--- src/srl_pkg.sv ---
// Constants and state encodings for the serial EEPROM register loader
package srl_pkg;

    // Core clock and serial timing
    localparam int CLK_PERIOD_NS = 100;
    localparam int SK_HALF_NS = 800;
    localparam int SK_HALF_CYC = (SK_HALF_NS + CLK_PERIOD_NS - 1) / CLK_PERIOD_NS;
    localparam int CS_LOW_NS = 250;
    localparam int CS_LOW_CYC = (CS_LOW_NS + CLK_PERIOD_NS - 1) / CLK_PERIOD_NS;
    localparam logic [3:0] SK_HALF_LAST = 4'(SK_HALF_CYC - 1);
    localparam logic [3:0] CS_LOW_LAST = 4'(CS_LOW_CYC - 1);

    // Strap capture waits for the pin synchroniser to settle
    localparam logic [2:0] STRAP_WAIT_LAST = 3'h4;

    // Serial frame layout
    localparam int WORD_W = 16;
    localparam int EE_ADDR_W = 8;
    localparam int FRAME_W = 11;
    localparam logic [2:0] OPC_READ = 3'h6;
    localparam logic [4:0] HDR_BITS_WIDE = 5'h0b;
    localparam logic [4:0] HDR_BITS_NARROW = 5'h09;
    localparam logic [4:0] DATA_BITS = 5'h10;
    localparam logic [7:0] LAST_ADDR_WIDE = 8'hff;
    localparam logic [7:0] LAST_ADDR_NARROW = 8'h3f;

    // Command word fields
    localparam int CMD_BANK_BIT = 15;
    localparam int CMD_GLB_MSB = 14;
    localparam int CMD_VEC_MSB = 10;
    localparam int CMD_PHY_VEC_MSB = 9;
    localparam int CMD_VEC_LSB = 5;
    localparam int CMD_REG_MSB = 4;
    localparam int NUM_PORTS = 6;
    localparam logic [15:0] CMD_END = 16'hffff;

    // Management device addresses
    localparam logic [4:0] DEV_PHY_BASE = 5'h00;
    localparam logic [4:0] DEV_SW_BASE = 5'h08;
    localparam logic [4:0] DEV_GLOBAL = 5'h0f;

    // Loader sequence states
    typedef enum logic [5:0] {
        ST_STRAP = 6'h01,
        ST_CMD = 6'h02,
        ST_DATA = 6'h04,
        ST_WRITE = 6'h08,
        ST_HALT = 6'h10,
        ST_OFF = 6'h20
    } srl_state_type;

    // Serial read engine states
    typedef enum logic [3:0] {
        RD_IDLE = 4'h1,
        RD_LOW = 4'h2,
        RD_HIGH = 4'h4,
        RD_GAP = 4'h8
    } srl_rd_state_type;

endpackage

--- src/srl_sync2.sv ---
// Two-stage synchroniser for pins arriving from outside the core clock
`timescale 1ns/1ps
`default_nettype none
module srl_sync2 #(
    parameter int W = 3
) (
    input wire logic clk_i,  // Core clock
    input wire logic nrst_i,  // Async reset, active low
    input wire logic [W-1:0] d_i,  // Raw pin levels
    output logic [W-1:0] q_o  // Synchronised levels
);
    logic [W-1:0] meta_reg;  // First stage, read only by the second

    // Both stages clear to zero; consumers wait before trusting them
    always_ff @(posedge clk_i or negedge nrst_i) begin
        if (!nrst_i) begin
            meta_reg <= '0;
            q_o <= '0;
        end else begin
            meta_reg <= d_i;
            q_o <= meta_reg;
        end
    end
endmodule
`default_nettype wire

--- src/srl_ee_reader.sv ---
// Three-wire serial EEPROM single-word read engine
`timescale 1ns/1ps
`default_nettype none
module srl_ee_reader
    import srl_pkg::*;
(
    input wire logic clk_i,  // Core clock
    input wire logic nrst_i,  // Async reset, active low
    input wire logic start_i,  // Pulse: begin a read
    input wire logic [7:0] addr_i,  // Word address
    input wire logic wide_i,  // 1: 8 address bits, 0: 6
    input wire logic do_i,  // Synchronised serial data from EEPROM
    output logic done_o,  // Pulse: word ready
    output logic [15:0] data_o,  // Word read
    output logic cs_o,  // Chip select
    output logic sk_o,  // Serial clock
    output logic di_o  // Serial data to EEPROM
);
    import srl_pkg::*;

    typedef struct packed {
        srl_rd_state_type st;
        logic [3:0] tmr;
        logic [4:0] bitn;
        logic [4:0] hdr;
        logic [FRAME_W-1:0] sh_out;
        logic [WORD_W-1:0] sh_in;
        logic cs;
        logic sk;
        logic di;
        logic done;
    } srl_rd_type;

    srl_rd_type r_reg;  // Registered state
    srl_rd_type r_next;  // Next state

    // Clock is made here from the core clock; one pulse per bit, low half first
    always_comb begin
        r_next = r_reg;
        r_next.done = 1'b0;
        case (r_reg.st)
            RD_IDLE: begin
                if (start_i) begin
                    // Start bit, read opcode, then address MSB first
                    r_next.sh_out = wide_i ? {OPC_READ, addr_i} : {OPC_READ, addr_i[5:0], 2'h0};
                    r_next.hdr = wide_i ? HDR_BITS_WIDE : HDR_BITS_NARROW;
                    r_next.di = 1'b1;
                    r_next.cs = 1'b1;
                    r_next.sk = 1'b0;
                    r_next.bitn = '0;
                    r_next.tmr = '0;
                    r_next.st = RD_LOW;
                end
            end
            RD_LOW: begin
                r_next.tmr = 4'(r_reg.tmr + 4'h1);
                if (r_reg.tmr == SK_HALF_LAST) begin
                    r_next.tmr = '0;
                    r_next.sk = 1'b1;
                    r_next.st = RD_HIGH;
                end
            end
            RD_HIGH: begin
                r_next.tmr = 4'(r_reg.tmr + 4'h1);
                if (r_reg.tmr == SK_HALF_LAST) begin
                    r_next.tmr = '0;
                    r_next.sk = 1'b0;
                    // Past the header, each rising edge presents the next data bit
                    if (r_reg.bitn >= r_reg.hdr) begin
                        r_next.sh_in = {r_reg.sh_in[WORD_W-2:0], do_i};
                    end
                    r_next.sh_out = {r_reg.sh_out[FRAME_W-2:0], 1'b0};
                    r_next.di = r_reg.sh_out[FRAME_W-2];
                    r_next.bitn = 5'(r_reg.bitn + 5'h01);
                    if (r_reg.bitn == 5'(r_reg.hdr + DATA_BITS - 5'h01)) begin
                        r_next.cs = 1'b0;
                        r_next.di = 1'b0;
                        r_next.st = RD_GAP;
                    end else begin
                        r_next.st = RD_LOW;
                    end
                end
            end
            RD_GAP: begin
                // Chip select must stay low a minimum time between reads
                r_next.tmr = 4'(r_reg.tmr + 4'h1);
                if (r_reg.tmr == CS_LOW_LAST) begin
                    r_next.tmr = '0;
                    r_next.done = 1'b1;
                    r_next.st = RD_IDLE;
                end
            end
            default: begin
                r_next.st = RD_IDLE;
            end
        endcase
    end

    // State register
    always_ff @(posedge clk_i or negedge nrst_i) begin
        if (!nrst_i) begin
            r_reg <= '{st: RD_IDLE, default: '0};
        end else begin
            r_reg <= r_next;
        end
    end

    assign done_o = r_reg.done;
    assign data_o = r_reg.sh_in;
    assign cs_o = r_reg.cs;
    assign sk_o = r_reg.sk;
    assign di_o = r_reg.di;
endmodule
`default_nettype wire

--- src/srl_loader_top.sv ---
// Top of the serial EEPROM register loader: walks the command list and issues writes
`timescale 1ns/1ps
`default_nettype none
module srl_loader_top (
    input wire logic CLOCK_I,  // Core clock, 10 MHz
    input wire logic NRST_I,  // Hardware reset, async, active low
    input wire logic STANDALONE_MODE_I,  // Pin: standalone switch mode selected
    input wire logic EEPROM_SIZE_STRAP_PIN_I,  // Pin: high selects the smallest part
    input wire logic EE_DO_I,  // Serial data from EEPROM
    output logic EE_CS_O,  // EEPROM chip select
    output logic EE_SK_O,  // EEPROM serial clock
    output logic EE_DI_O,  // Serial data to EEPROM
    output logic MGMT_WR_REQ_O,  // Management write request, held to ack
    output logic [4:0] MGMT_DEV_O,  // Management device address
    output logic [4:0] MGMT_REG_O,  // Management register address
    output logic [15:0] MGMT_DATA_O,  // Management write data
    input wire logic MGMT_WR_ACK_I,  // Management write accepted
    output logic CONFIG_LOAD_DONE_FLAG_O,  // Load complete, sticky
    output logic LOADER_BUSY_O  // Loader walking the list
);
    import srl_pkg::*;

    // Whole loader state in one record
    typedef struct packed {
        srl_state_type st;
        logic [2:0] wait_cnt;
        logic wide;
        logic [EE_ADDR_W-1:0] addr;
        logic [WORD_W-1:0] cmd;
        logic [WORD_W-1:0] payload_word;
        logic [NUM_PORTS-1:0] pend;
        logic glob;
        logic start;
        logic wr_req;
        logic [4:0] dev;
        logic [4:0] regn;
        logic [WORD_W-1:0] data;
        logic config_load_done_flag;
        logic busy;
    } srl_top_type;

    srl_top_type s_reg;  // Registered state
    srl_top_type s_next;  // Next state

    logic [2:0] pins_s;  // Synchronised pin levels
    logic standalone_s;  // Standalone mode, synchronised
    logic strap_s;  // Size strap, synchronised
    logic do_s;  // Serial data, synchronised
    logic rd_done;  // Reader finished a word
    logic [15:0] rd_data;  // Word from the reader
    logic [7:0] last_addr;  // Highest word of the strapped part
    logic [2:0] sel_idx;  // Lowest pending port
    logic glob_hit;  // Command targets the global set
    logic [NUM_PORTS-1:0] vec;  // Port vector of the fetched command

    // Mode, strap and serial data pins pass two flops before use
    srl_sync2 #(
        .W(3)
    ) srl_sync2_inst (
        .clk_i(CLOCK_I),
        .nrst_i(NRST_I),
        .d_i({STANDALONE_MODE_I, EEPROM_SIZE_STRAP_PIN_I, EE_DO_I}),
        .q_o(pins_s)
    );

    assign standalone_s = pins_s[2];
    assign strap_s = pins_s[1];
    assign do_s = pins_s[0];

    // Serial read engine; one full transaction per word keeps it simple
    srl_ee_reader srl_ee_reader_inst (
        .clk_i(CLOCK_I),
        .nrst_i(NRST_I),
        .start_i(s_reg.start),
        .addr_i(s_reg.addr),
        .wide_i(s_reg.wide),
        .do_i(do_s),
        .done_o(rd_done),
        .data_o(rd_data),
        .cs_o(EE_CS_O),
        .sk_o(EE_SK_O),
        .di_o(EE_DI_O)
    );

    // Address ceiling follows the strapped size
    assign last_addr = s_reg.wide ? LAST_ADDR_WIDE : LAST_ADDR_NARROW;

    // Global target: bank zero and the full 14:5 field set
    assign glob_hit = ~s_reg.cmd[CMD_BANK_BIT] & (&s_reg.cmd[CMD_GLB_MSB:CMD_VEC_LSB]);

    // Port vector; bank zero only has PHYs for the lower five ports
    always_comb begin
        vec = s_reg.cmd[CMD_VEC_MSB:CMD_VEC_LSB];
        if (!s_reg.cmd[CMD_BANK_BIT]) begin
            vec = {1'b0, s_reg.cmd[CMD_PHY_VEC_MSB:CMD_VEC_LSB]};
        end
    end

    // Lowest set pending bit goes first, so ports are written in ascending order
    always_comb begin
        sel_idx = '0;
        for (int i = NUM_PORTS - 1; i >= 0; i--) begin
            if (s_reg.pend[i]) begin
                sel_idx = 3'(i);
            end
        end
    end

    // Sequence: strap capture, command fetch, payload fetch, writes, repeat
    always_comb begin
        s_next = s_reg;
        s_next.start = 1'b0;
        case (s_reg.st)
            ST_STRAP: begin
                // Wait until the synchronisers hold real pin levels, then decide once
                s_next.wait_cnt = 3'(s_reg.wait_cnt + 3'h1);
                if (s_reg.wait_cnt == STRAP_WAIT_LAST) begin
                    s_next.wide = ~strap_s;
                    if (standalone_s) begin
                        s_next.st = ST_OFF;
                    end else begin
                        s_next.addr = '0;
                        s_next.start = 1'b1;
                        s_next.busy = 1'b1;
                        s_next.st = ST_CMD;
                    end
                end
            end
            ST_CMD: begin
                // Word just read sits at an even address and is a command
                if (rd_done) begin
                    if (rd_data == CMD_END) begin
                        // Terminator: no further fetch, no further write
                        s_next.config_load_done_flag = 1'b1;
                        s_next.busy = 1'b0;
                        s_next.st = ST_HALT;
                    end else if (s_reg.addr == last_addr) begin
                        // Image ran off the end without a terminator; stop cleanly
                        s_next.config_load_done_flag = 1'b1;
                        s_next.busy = 1'b0;
                        s_next.st = ST_HALT;
                    end else begin
                        s_next.cmd = rd_data;
                        s_next.addr = 8'(s_reg.addr + 8'h01);
                        s_next.start = 1'b1;
                        s_next.st = ST_DATA;
                    end
                end
            end
            ST_DATA: begin
                // Odd word is the payload for the command just fetched
                if (rd_done) begin
                    s_next.payload_word = rd_data;
                    s_next.glob = glob_hit;
                    s_next.pend = glob_hit ? '0 : vec;
                    s_next.st = ST_WRITE;
                end
            end
            ST_WRITE: begin
                if (s_reg.wr_req) begin
                    // Hold the request until the register space takes it
                    if (MGMT_WR_ACK_I) begin
                        s_next.wr_req = 1'b0;
                    end
                end else if (s_reg.glob) begin
                    s_next.dev = DEV_GLOBAL;
                    s_next.regn = s_reg.cmd[CMD_REG_MSB:0];
                    s_next.data = s_reg.payload_word;
                    s_next.glob = 1'b0;
                    s_next.wr_req = 1'b1;
                end else if (|s_reg.pend) begin
                    // One write per selected port, same payload each time
                    if (s_reg.cmd[CMD_BANK_BIT]) begin
                        s_next.dev = 5'(DEV_SW_BASE + {2'h0, sel_idx});
                    end else begin
                        s_next.dev = 5'(DEV_PHY_BASE + {2'h0, sel_idx});
                    end
                    s_next.regn = s_reg.cmd[CMD_REG_MSB:0];
                    s_next.data = s_reg.payload_word;
                    s_next.pend[sel_idx] = 1'b0;
                    s_next.wr_req = 1'b1;
                end else if (s_reg.addr == last_addr) begin
                    // No room left for another command; treat as the end of list
                    s_next.config_load_done_flag = 1'b1;
                    s_next.busy = 1'b0;
                    s_next.st = ST_HALT;
                end else begin
                    // All writes acknowledged before the next fetch starts
                    s_next.addr = 8'(s_reg.addr + 8'h01);
                    s_next.start = 1'b1;
                    s_next.st = ST_CMD;
                end
            end
            ST_HALT: begin
                // Done for good; only a hardware reset runs the list again
                s_next.busy = 1'b0;
            end
            ST_OFF: begin
                // Standalone mode: EEPROM is never touched
                s_next.busy = 1'b0;
            end
            default: begin
                s_next.st = ST_HALT;
            end
        endcase
    end

    // State register; reset takes constants only, straps are caught after release
    always_ff @(posedge CLOCK_I or negedge NRST_I) begin
        if (!NRST_I) begin
            s_reg <= '{st: ST_STRAP, default: '0};
        end else begin
            s_reg <= s_next;
        end
    end

    // Outputs come straight from the state register
    assign MGMT_WR_REQ_O = s_reg.wr_req;
    assign MGMT_DEV_O = s_reg.dev;
    assign MGMT_REG_O = s_reg.regn;
    assign MGMT_DATA_O = s_reg.data;
    assign CONFIG_LOAD_DONE_FLAG_O = s_reg.config_load_done_flag;
    assign LOADER_BUSY_O = s_reg.busy;

endmodule
`default_nettype wire

--- config.mk ---
export PLATFORM = sky130hd
export DESIGN_NAME = srl_loader_top
export DESIGN_NICKNAME = d
export VERILOG_FILES = /design/src/srl_pkg.sv /design/src/srl_sync2.sv /design/src/srl_ee_reader.sv /design/src/srl_loader_top.sv
export SDC_FILE = /design/constraint.sdc
export NUM_CORES = 1
export LEC_CHECK = 0
export BUFFER_PORTS_ARGS = -buffer_cell sky130_fd_sc_hd__buf_4
export CAP_MARGIN = 0
export CORE_MARGIN = 5
export CORE_UTILIZATION = 50
export DETAILED_ROUTE_END_ITERATION = 7
export GPL_ROUTABILITY_DRIVEN = 0
export MAX_ROUTING_LAYER = met4
export PLACE_DENSITY_LB_ADDON = 0.05
export SLEW_MARGIN = 30
export SYNTH_ARGS = -nofsm -noshare
export SYNTH_HDL_FRONTEND = slang
export SYNTH_HIERARCHICAL = 1
export SYNTH_SLANG_ARGS = --single-unit
--- constraint.sdc ---
create_clock -name CLOCK_I -period 3.15 [get_ports CLOCK_I]
set_input_delay 0.315 -clock CLOCK_I [delete_from_list [all_inputs] [get_ports CLOCK_I]]
set_output_delay 0.315 -clock CLOCK_I [all_outputs]
set_load 0.02 [all_outputs]
==> results.json, run 1 <==
{
  "status": "complete, no violations",
  "yosys.area.top_type": "dfrtp_1",
  "grt_util_all_layers_pct": 17.8,
  "maxCapViolations": 0,
  "synth_edf_count": 0,
  "clock_skew_ns": 0.00909,
  "dp.final_hpwl_mm": 9.12,
  "power_frac_clock_pct": 52.5,
  "p_int_mw": 3.06,
  "io_pins": 38,
  "comb_power_share_pct": 1.2,
  "grt_max_degree": 89,
  "crit_chain": "or4_4 > or4_4 > o2bb2ai_1 > nor4_4 > mux2_1",
  "num_vias": 4463,
  "path_max_fanout": 7,
  "coreArea_um2": 13100,
  "synth_nets": 637,
  "ys_types": 75,
  "multi_input_comb_area_um2": 2660,
  "slowest_stage": "or4_4",
  "wl_mm": 12.9,
  "cts_root_buffer": "clkbuf_16",
  "n_antenna_cell": 0,
  "clock_latency_ns": 0.42,
  "ant_nets": 0,
  "finalHoldViolations": 0,
  "die_h_um": 125,
  "ys_dominant_reg_cell": "dfrtp_1",
  "fmax_mhz": 387,
  "fin_crit_sh_pct": 82.1,
  "routedWlPerCell_um": 15.8,
  "hold_slack_ns": 0.178,
  "power_density_nw_per_um2": 517,
  "grt_pass1_wl_mm": 22.2,
  "cp-end-kind": "flip-flop",
  "max-vdd-ir-drop_mv": 0.333,
  "syn_inst": 620,
  "dr.pass1.iters": 4,
  "worstSetupPathType": "flip-flop to flip-flop",
  "async_reset_ff_share_pct": 100,
  "pwr-share-seq_pct": 46.2,
  "drt_iter0_drc": 283,
  "drc_errors": 0,
  "total_power_mw": 3.82,
  "start_util_pct": 50.4,
  "rows": 42,
  "startpoint_type": "flip-flop",
  "synth_area_per_cell_um2": 10.6,
  "clk_pin_slew_ns": 0.06,
  "cts_htree_levels": 4,
  "swShare_pct": 19.8,
  "final-seq-area_um2": 3430,
  "layout-drive-gt1-share_pct": 22.2,
  "cts_buffers": 17,
  "grt_pass1_vias": 4449,
  "power.leakage_nw": 3.65,
  "ys_ff_latch": 137,
  "yosys_warnings": 6,
  "antenna_found_initial": 0,
  "arrival_ns": 2.89,
  "fin_crit_ns": 2.59,
  "worst_pin_slew_ns": 0.802,
  "nets": 647,
  "setup-tns-final_ns": 0,
  "rsz0062_at_grt": "false",
  "area_growth_pct": 12.0,
  "yosys.area.top_type_share_pct": 51.2,
  "cts_resized": 0,
  "slew_headroom_pct": 46.6,
  "largest_reg_flops": 58,
  "grt.overflow.total": 0,
  "p_sw_mw": 0.756,
  "die_w_um": 125,
  "n_fill_cell": 1138,
  "drt-vias-per-instance": 5.45,
  "cpPeakStageDelay_ns": 0.58,
  "clock-sinks": 137,
  "cpMostUsedCell": "or4_4",
  "drv_slew": 0,
  "setup_violations": 0,
  "cts.path.max_buffers": 2,
  "syn_area_um2": 6600,
  "cts_tree": "done",
  "port_buffers": 36,
  "die-area_um2": 15600,
  "yosysSeqAreaShare_pct": 52.0,
  "yosys-top-cells-area": "dfrtp_1 (51%), mux2_2 (7.0%), nand2_1 (6.5%)",
  "crit_required_ns": 3.45,
  "hp-class": "input pin to flip-flop"
}
cell type report:
| class | count | area share, % |
|---|---|---|
| Multi-Input combinational cell | 406 | 36.0 |
| Clock inverter | 6 | 1.15 |
| Tap cell | 176 | 2.98 |
| Clock buffer | 26 | 7.03 |
| Sequential cell | 137 | 46.4 |
| Timing Repair Buffer | 52 | 5.64 |
| Inverter | 16 | 0.813 |
power groups by stage:
stage | clock network [mW] | logic (mW) | registers (mW)
floorplan | 0 | 0.00209 | 1.80
global placement | 0 | 0.0444 | 1.80
detailed placement | 0 | 0.0454 | 1.80
CTS | 2.05 | 0.0494 | 1.77
global route | 2.12 | 0.0561 | 1.77
finish | 2.01 | 0.0461 | 1.77
synthesized netlist by cell type, types with 6 or more instances:
| cell | count |
|---|---|
| nor3_1 | 14 |
| clkbuf_1 | 8 |
| a22o_1 | 9 |
| o21ai_0 | 14 |
| buf_6 | 6 |
| nor2_1 | 38 |
| buf_4 | 46 |
| nand4_1 | 11 |
| a22oi_1 | 6 |
| inv_1 | 16 |
| nor4_1 | 6 |
| a21oi_1 | 19 |
| nand3_1 | 8 |
| nor2b_1 | 8 |
| ha_1 | 11 |
| dfrtp_1 | 135 |
| nand2_1 | 115 |
| mux2_2 | 41 |
| xnor2_1 | 6 |
final timing paths:
kind	end	cells past startpoint	start	slack, ns
min	MGMT_WR_REQ_O$_DFFE_PN0P_	3	MGMT_WR_ACK_I	0.18
min reg2reg	srl_sync2_inst/q_o[1]$_DFF_PN0_	0	srl_sync2_inst/meta_reg[1]$_DFF_PN0_	0.35
max	s_reg[85]$_DFFE_PN0P_	5	s_reg[31]$_DFFE_PN0P_	0.56
max reg2reg	s_reg[85]$_DFFE_PN0P_	5	s_reg[31]$_DFFE_PN0P_	0.56
min in group asynchronous	MGMT_DEV_O[3]$_DFFE_PN0P_	2	NRST_I	0.53
max in group asynchronous	srl_ee_reader_inst/r_reg[45]$_DFFE_PN1P_	3	NRST_I	1.78
cells in the final DEF (no fill, tap or decap), types with 4 or more instances in the layout:
cell type      netlist  layout
dlygate4sd3_1        0       4
nor2_1              38      38
clkbuf_8             0       6
nor2b_1              8       8
nor3_1              14      14
nand4_1             11      11
a211o_1              4       4
and3_1               4       4
a22o_1               9       9
xnor2_1              6       6
nand2_1            115     115
nand3_1              8       8
a21o_1               5       5
mux2i_1              4       4
or4_1                4       4
nand2b_1             4       4
o21ai_0             14      14
buf_4               46      46
a21oi_1             19      19
mux2_1               4       4
a22oi_1              6       6
ha_1                11      11
dfrtp_1            135     135
inv_1               16      16
clkbuf_16            0      17
nor4_1               6       6
mux2_2              41      41
through the flow:
| stage | cells | util, % | setup WS, ns | area, um2 |
|---|---|---|---|---|
| 2_1_floorplan | 620 | - | 0.715 | 6600 |
| 3_3_place_gp | 783 | 51.5 | 0.627 | 6750 |
| 3_5_place_dp | 783 | 51.5 | 0.567 | 6750 |
| 4_1_cts | 819 | 56.5 | 0.560 | 7390 |
| 5_1_grt | 819 | 56.5 | 0.405 | 7390 |
| 6_report | 819 | 56.5 | 0.564 | 7390 |
routing by layer:
metal / GRT usage [%] / up-vias / share of wire [%]
met1: 23.8 / 2220 / 48
met3: 3.95 / 12 / 3.1
met2: 27.4 / 66 / 48
met4: 5.74 / 0 / 1.3
li1: - / 2165 / -
met5: - / - / 0
logic make-up (layout without fill, tap and decap cells):
| family | count (synthesis) | in the layout | share of synthesized area, % |
|---|---|---|---|
| AOI/OAI and AO/OA | 95 | 95 | 10.8 |
| xor gates and xnor gates | 9 | 9 | 1.20 |
| adders and majority gates | 11 | 11 | 2.09 |
| buffers and inverters | 77 | 100 | 7.70 |
| DFF | 137 | 137 | 52.0 |
| muxes | 49 | 49 | 8.29 |
| other | 1 | 1 | 0.0568 |
| and+or+nand+nor | 241 | 241 | 17.9 |
what timing repair did:
action | in CTS | in global routing
hold buffers | 4 | 0
hold endpoints to repair | 4 | 0
setup endpoints to repair | 0 | 0
buffers inserted | 0 | 0
worst max-delay path: cells and delay by family, from the launching register on:
family / cells / cell delay [ns]
AO/OA/AOI/OAI: 1 / 0.20
AND/OR/NAND/NOR: 3 / 1.49
multiplexers: 1 / 0.35
flip-flops: 1 / 0.44
No activity file was read; power rests on OpenSTA's default activity.
==> run 2: changes to the inputs <==
clock period = 2.2 ns   (was 3.15 ns; I/O delays follow)
==> run 2 against run 1 <==
The run now ends with setup timing left. Via count is 5.6% higher. Utilization is 4.5 points higher. Combinational power is 47% higher. Cell area is 8.0% higher. Sequential share of layout area is 3.4 points lower. Sequential power is 43% higher. Critical path type unchanged. Largest cell class unchanged. Largest power group unchanged.
==> results.json, run 2 (same netlist as run 1, synthesis figures left out) <==
{
  "status": "finished with violations",
  "violations": "setup timing",
  "setup_slack_ns": -0.0964,
  "fin_crit_sh_pct": 104,
  "cts_buffers": 17,
  "largest_reg_flops": 58,
  "reg2reg_from": "s_reg[34]$_DFFE_PN0P_",
  "finalHoldViolations": 0,
  "drt_iter0_drc": 250,
  "arrival_ns": 2.64,
  "area_growth_pct": 21.0,
  "grt_max_degree": 58,
  "dr.pass1.iters": 4,
  "drc_errors": 0,
  "power.leakage_nw": 4.01,
  "fin_crit_ns": 2.30,
  "antenna_found_initial": 0,
  "cts_htree_levels": 4,
  "crit_start": "s_reg[34]$_DFFE_PN0P_",
  "clock-sinks": 137,
  "maxCapViolations": 0,
  "grt_util_all_layers_pct": 18.8,
  "final_cell_mix": "dfrtp_1 (135), nand2_1 (114), buf_4 (103)",
  "setup-tns-final_ns": -0.264,
  "min_from": "MGMT_WR_ACK_I",
  "slew_headroom_pct": 64.0,
  "final-seq-area_um2": 3430,
  "hp-class": "input pin to flip-flop",
  "port_buffers": 36,
  "n_fill_cell": 1067,
  "cts_tree": "done",
  "coreArea_um2": 13100,
  "die_h_um": 125,
  "clk_pin_slew_ns": 0.06,
  "drv_slew": 0,
  "setup_violations": 7,
  "worstSetupPathType": "flip-flop to flip-flop",
  "power_density_nw_per_um2": 703,
  "grt_pass1_vias": 4832,
  "layout_commonest_cell": "dfrtp_1",
  "max-vdd-ir-drop_mv": 0.408,
  "fmax_mhz": 435,
  "whs_path_depth": 3,
  "cp-end-kind": "flip-flop",
  "worstRegToRegCells": 5,
  "grt_pass1_wl_mm": 23.3,
  "start_util_pct": 50.4,
  "cts_root_buffer": "clkbuf_16",
  "startpoint_type": "flip-flop",
  "die_w_um": 125,
  "n_antenna_cell": 0,
  "wl_mm": 13.9,
  "path_max_fanout": 5,
  "rows": 42,
  "cts.path.max_buffers": 2,
  "fin_util_pct": 61.0,
  "io_pins": 38,
  "layout-drive-gt1-share_pct": 31.2,
  "grt.overflow.total": 0,
  "worst_pin_slew_ns": 0.535,
  "ant_nets": 0,
  "clock_latency_ns": 0.42,
  "drt-vias-per-instance": 5.36,
  "crit_required_ns": 2.55,
  "routedWlPerCell_um": 15.8,
  "multi_input_comb_area_um2": 2750,
  "dp.final_hpwl_mm": 9.62,
  "nets": 707,
  "rsz0062_at_grt": "true",
  "clock_skew_ns": 0.00809,
  "die-area_um2": 15600,
  "num_vias": 4712
}
## run 2: changes by cell type in the layout (fill, tap and decap cells not counted), sizes merged
| cell | delta |
|---|---|
| clkinvlp | -1 |
| inv | +1 |
| clkinv | +3 |
| buf | +59 |
| bufinv | +2 |
| clkbuf | -4 |
## run 2: per-stage QoR
step                power, mW  cell area (um2)  instances  worst slack (ns)  hold WS (ns)
floorplan                2.58             6620        620           -0.0435       -0.0756
global placement         2.64             7160        837           -0.0334         0.212
detailed placement       2.64             7160        837           -0.0725         0.221
CTS                      5.68             7870        875           -0.0983        0.0692
global route             5.80             7980        879            -0.132        0.0768
finish                   5.61             7980        879           -0.0964        0.0869
## run 2: worst max-delay path: stages, from the launching register on
cell and delay, ns:
dfrtp_1 0.37, or4_4 0.54, or4_4 0.49, or3_4 0.38, a2111oi_4 0.29, a211o_1 0.15
## run 2: routing by layer
layer | wire length [um] | vias to the layer above | share of wire, % | GRT usage [%]
li1 | - | 2287 | - | -
met1 | 6150 | 2338 | 44 | 22.6
met2 | 7090 | 77 | 51 | 31.4
met3 | 473 | 10 | 3.4 | 4.85
met4 | 142 | 0 | 1.0 | 5.80
met5 | 0 | - | 0 | -
## run 2: timing repair
action,CTS,global route
gates cloned,0,1
setup buffers,2,3
resized for setup,4,16
endpoints found under the hold margin,54,0
hold buffers,4,0
endpoints found under the setup margin,5,66
pin swaps,2,7
## run 2: layout make-up
| cell class | instances | share of cell area [%] |
|---|---|---|
| clock buffer | 21 | 5.77 |
| sequential | 137 | 43.0 |
| multi-input combinational | 406 | 34.4 |
| inverter | 16 | 0.753 |
| tap | 176 | 2.76 |
| timing repair buffer | 112 | 11.2 |
| clock inverter | 11 | 2.12 |
## run 2: final timing paths
kind / to / slack (ns)
worst max-delay path: s_reg[74]$_DFFE_PN0P_ / -0.1
worst min-delay path: MGMT_WR_REQ_O$_DFFE_PN0P_ / 0.09
worst max register to register: s_reg[74]$_DFFE_PN0P_ / -0.1
worst min register to register: srl_sync2_inst/q_o[1]$_DFF_PN0_ / 0.35
max in group asynchronous: MGMT_DATA_O[0]$_DFFE_PN0P_ / 1.12
min in group asynchronous: MGMT_DEV_O[0]$_DFFE_PN0P_ / 0.35
## run 2: where the power goes
group | leakage, nW | total (mW) | switching [mW] | internal [mW]
combinational | 1.81 | 0.0679 | 0.0524 | 0.0155
clock | 0.307 | 3.01 | 1.05 | 1.96
sequential | 1.89 | 2.53 | 0.00233 | 2.53
==> run 3: changes to the inputs <==
==> constraint.sdc (replaced) <==
create_clock -name CLOCK_I -period 2.2 [get_ports CLOCK_I]
set_input_delay 0.66 -clock CLOCK_I [delete_from_list [all_inputs] [get_ports CLOCK_I]]
set_output_delay 0.66 -clock CLOCK_I [all_outputs]
set_load 0.02 [all_outputs]
==> run 3 against run 2 <==
The run still ends with setup timing left. Global-route usage increased by 0.67 points. Count of clock-buffer cells in the layout increased by 1. Total power decreased by 2.2%. Routed wire length is 0.41% higher. Clock power is 4% lower. Via count decreased by 0.81%. Critical path type unchanged. Largest cell class unchanged.
==> results.json, run 3 (same netlist as run 1, synthesis figures left out) <==
{
  "status": "finished with violations",
  "violations": "setup timing",
  "final-seq-area_um2": 3430,
  "dp_worst_setup_slack_ns": -0.0878,
  "cp-end-kind": "flip-flop",
  "grt_util_all_layers_pct": 19.5,
  "swShare_pct": 19.3,
  "antenna_found_initial": 0,
  "layout-drive-gt1-share_pct": 30.7,
  "drt_iter0_drc": 208,
  "clock-sinks": 137,
  "routedWlPerCell_um": 15.9,
  "slew_headroom_pct": 64.6,
  "comb_power_share_pct": 1.2,
  "total_power_mw": 5.48,
  "power.leakage_nw": 3.97,
  "clock_latency_ns": 0.42,
  "instances_no_fill": 872,
  "max-vdd-ir-drop_mv": 0.489,
  "drc_errors": 0,
  "cts_root_buffer": "clkbuf_16",
  "die_w_um": 125,
  "clock_skew_ns": 0.0149,
  "die_h_um": 125,
  "setup_violations": 5,
  "fin_crit_sh_pct": 104,
  "start_util_pct": 50.4,
  "arrival_ns": 2.65,
  "n_antenna_cell": 0,
  "nets": 703,
  "grt_pass1_vias": 4829,
  "rows": 42,
  "reg2reg_from": "s_reg[34]$_DFFE_PN0P_",
  "hold_slack_ns": 0.163,
  "grt_pass1_wl_mm": 24.1,
  "pwr-share-seq_pct": 46.1,
  "multi_input_comb_area_um2": 2720,
  "hp-class": "input pin to asynchronous set/reset pin",
  "dr.pass1.iters": 4,
  "io_pins": 38,
  "path_max_fanout": 5,
  "rsz0062_at_grt": "true",
  "fmax_mhz": 435,
  "dp.final_hpwl_mm": 9.86,
  "wl_mm": 13.9,
  "cts.path.max_buffers": 2,
  "place_inst": 838,
  "rrSetupSlack_ns": -0.1,
  "r2r_end": "s_reg[74]$_DFFE_PN0P_",
  "worst_pin_slew_ns": 0.526,
  "clk_pin_slew_ns": 0.06,
  "maxCapViolations": 0,
  "p_sw_mw": 1.06,
  "finalHoldViolations": 0,
  "layout_commonest_cell": "dfrtp_1",
  "cts_tree": "done",
  "fin_crit_ns": 2.30,
  "port_buffers": 36,
  "final_cell_mix": "dfrtp_1 (135), nand2_1 (115), buf_4 (101)",
  "num_vias": 4674,
  "area_growth_pct": 20.2,
  "largest_reg_flops": 58,
  "worstSetupPathType": "flip-flop to flip-flop",
  "cts_buffers": 17,
  "power_frac_clock_pct": 52.6,
  "cts_htree_levels": 4,
  "crit_required_ns": 2.56,
  "p_int_mw": 4.42,
  "drt-vias-per-instance": 5.36,
  "setup_slack_ns": -0.0967,
  "coreArea_um2": 13100,
  "n_fill_cell": 1084,
  "die-area_um2": 15600,
  "grt_max_degree": 47,
  "ant_nets": 0,
  "drv_slew": 0,
  "grt.overflow.total": 0,
  "startpoint_type": "flip-flop",
  "worstRegToRegCells": 5,
  "fin_util_pct": 60.6,
  "power_density_nw_per_um2": 692
}
run 3: cell types whose count changed in the layout (fill, tap and decap cells not counted), moves of 2 or more:
cell           delta
clkinvlp_4        +2
clkbuf_8          +2
buf_4             -2
clkinv_4          -2
buf_12            +4
buf_6             -2
nor3_4            -2
clkinv_2          -2
nor3_2            +3
dlygate4sd3_1     -4
run 3: final cells by class:
class / count / area share [%]
clock buffer: 22 / 6.11
tap: 176 / 2.78
sequential: 137 / 43.3
timing repair buffer: 108 / 11.3
inverter: 16 / 0.757
multi-input combinational: 406 / 34.3
clock inverter: 7 / 1.48
run 3: critical path, stage by stage, from the launching register on:
cell and delay, ns:
dfrtp_1 0.38, or4_4 0.55, or4_4 0.48, or3_4 0.41, a2111oi_4 0.29, a211o_1 0.14
run 3: stage by stage:
| stage | cell area, um2 | setup TNS (ns) |
|---|---|---|
| final | 7930 | -0.356 |
| after global placement | 7200 | -0.0584 |
| after global routing | 7930 | -1.18 |
| after detailed placement | 7200 | -0.303 |
| after floorplan | 6620 | -0.0666 |
| after CTS | 7880 | -0.316 |
run 3: worst max path at each step:
stage,startpoint,endpoint,slack [ns],cells past startpoint
4_1_cts,s_reg[34]$_DFFE_PN0P_,s_reg[74]$_DFFE_PN0P_,-0.09,5
3_3_place_gp,s_reg[34]$_DFFE_PN0P_,s_reg[74]$_DFFE_PN0P_,-0.03,5
6_report,s_reg[34]$_DFFE_PN0P_,s_reg[74]$_DFFE_PN0P_,-0.1,5
5_1_grt,s_reg[34]$_DFFE_PN0P_,s_reg[74]$_DFFE_PN0P_,-0.17,5
2_1_floorplan,s_reg[34]$_DFFE_PN0P_,s_reg[74]$_DFFE_PN0P_,-0.04,5
3_5_place_dp,s_reg[34]$_DFFE_PN0P_,s_reg[74]$_DFFE_PN0P_,-0.09,5
run 3: layer usage:
layer	up-vias	track usage (%)	wire (um)
met5	-	-	0
met4	0	6.63	85
met3	6	4.29	496
met2	77	31.6	7050
met1	2324	24.3	6270
li1	2267	-	-
run 3: repair_timing:
| action | 4_1_cts | 5_1_grt |
|---|---|---|
| resized for setup | 6 | 8 |
| gates cloned | 1 | 0 |
| hold buffers | 0 | 0 |
| setup buffers | 3 | 1 |
| endpoints found under the setup margin | 20 | 57 |
| pin swaps | 2 | 4 |
run 3: power groups by stage:
| stage | combinational (mW) | sequential [mW] | clock, mW |
|---|---|---|---|
| after floorplan | 0.00300 | 2.57 | 0 |
| after global placement | 0.0705 | 2.57 | 0 |
| after detailed placement | 0.0719 | 2.57 | 0 |
| after CTS | 0.0725 | 2.53 | 2.95 |
| after global routing | 0.0821 | 2.53 | 3.07 |
| final | 0.0677 | 2.53 | 2.89 |
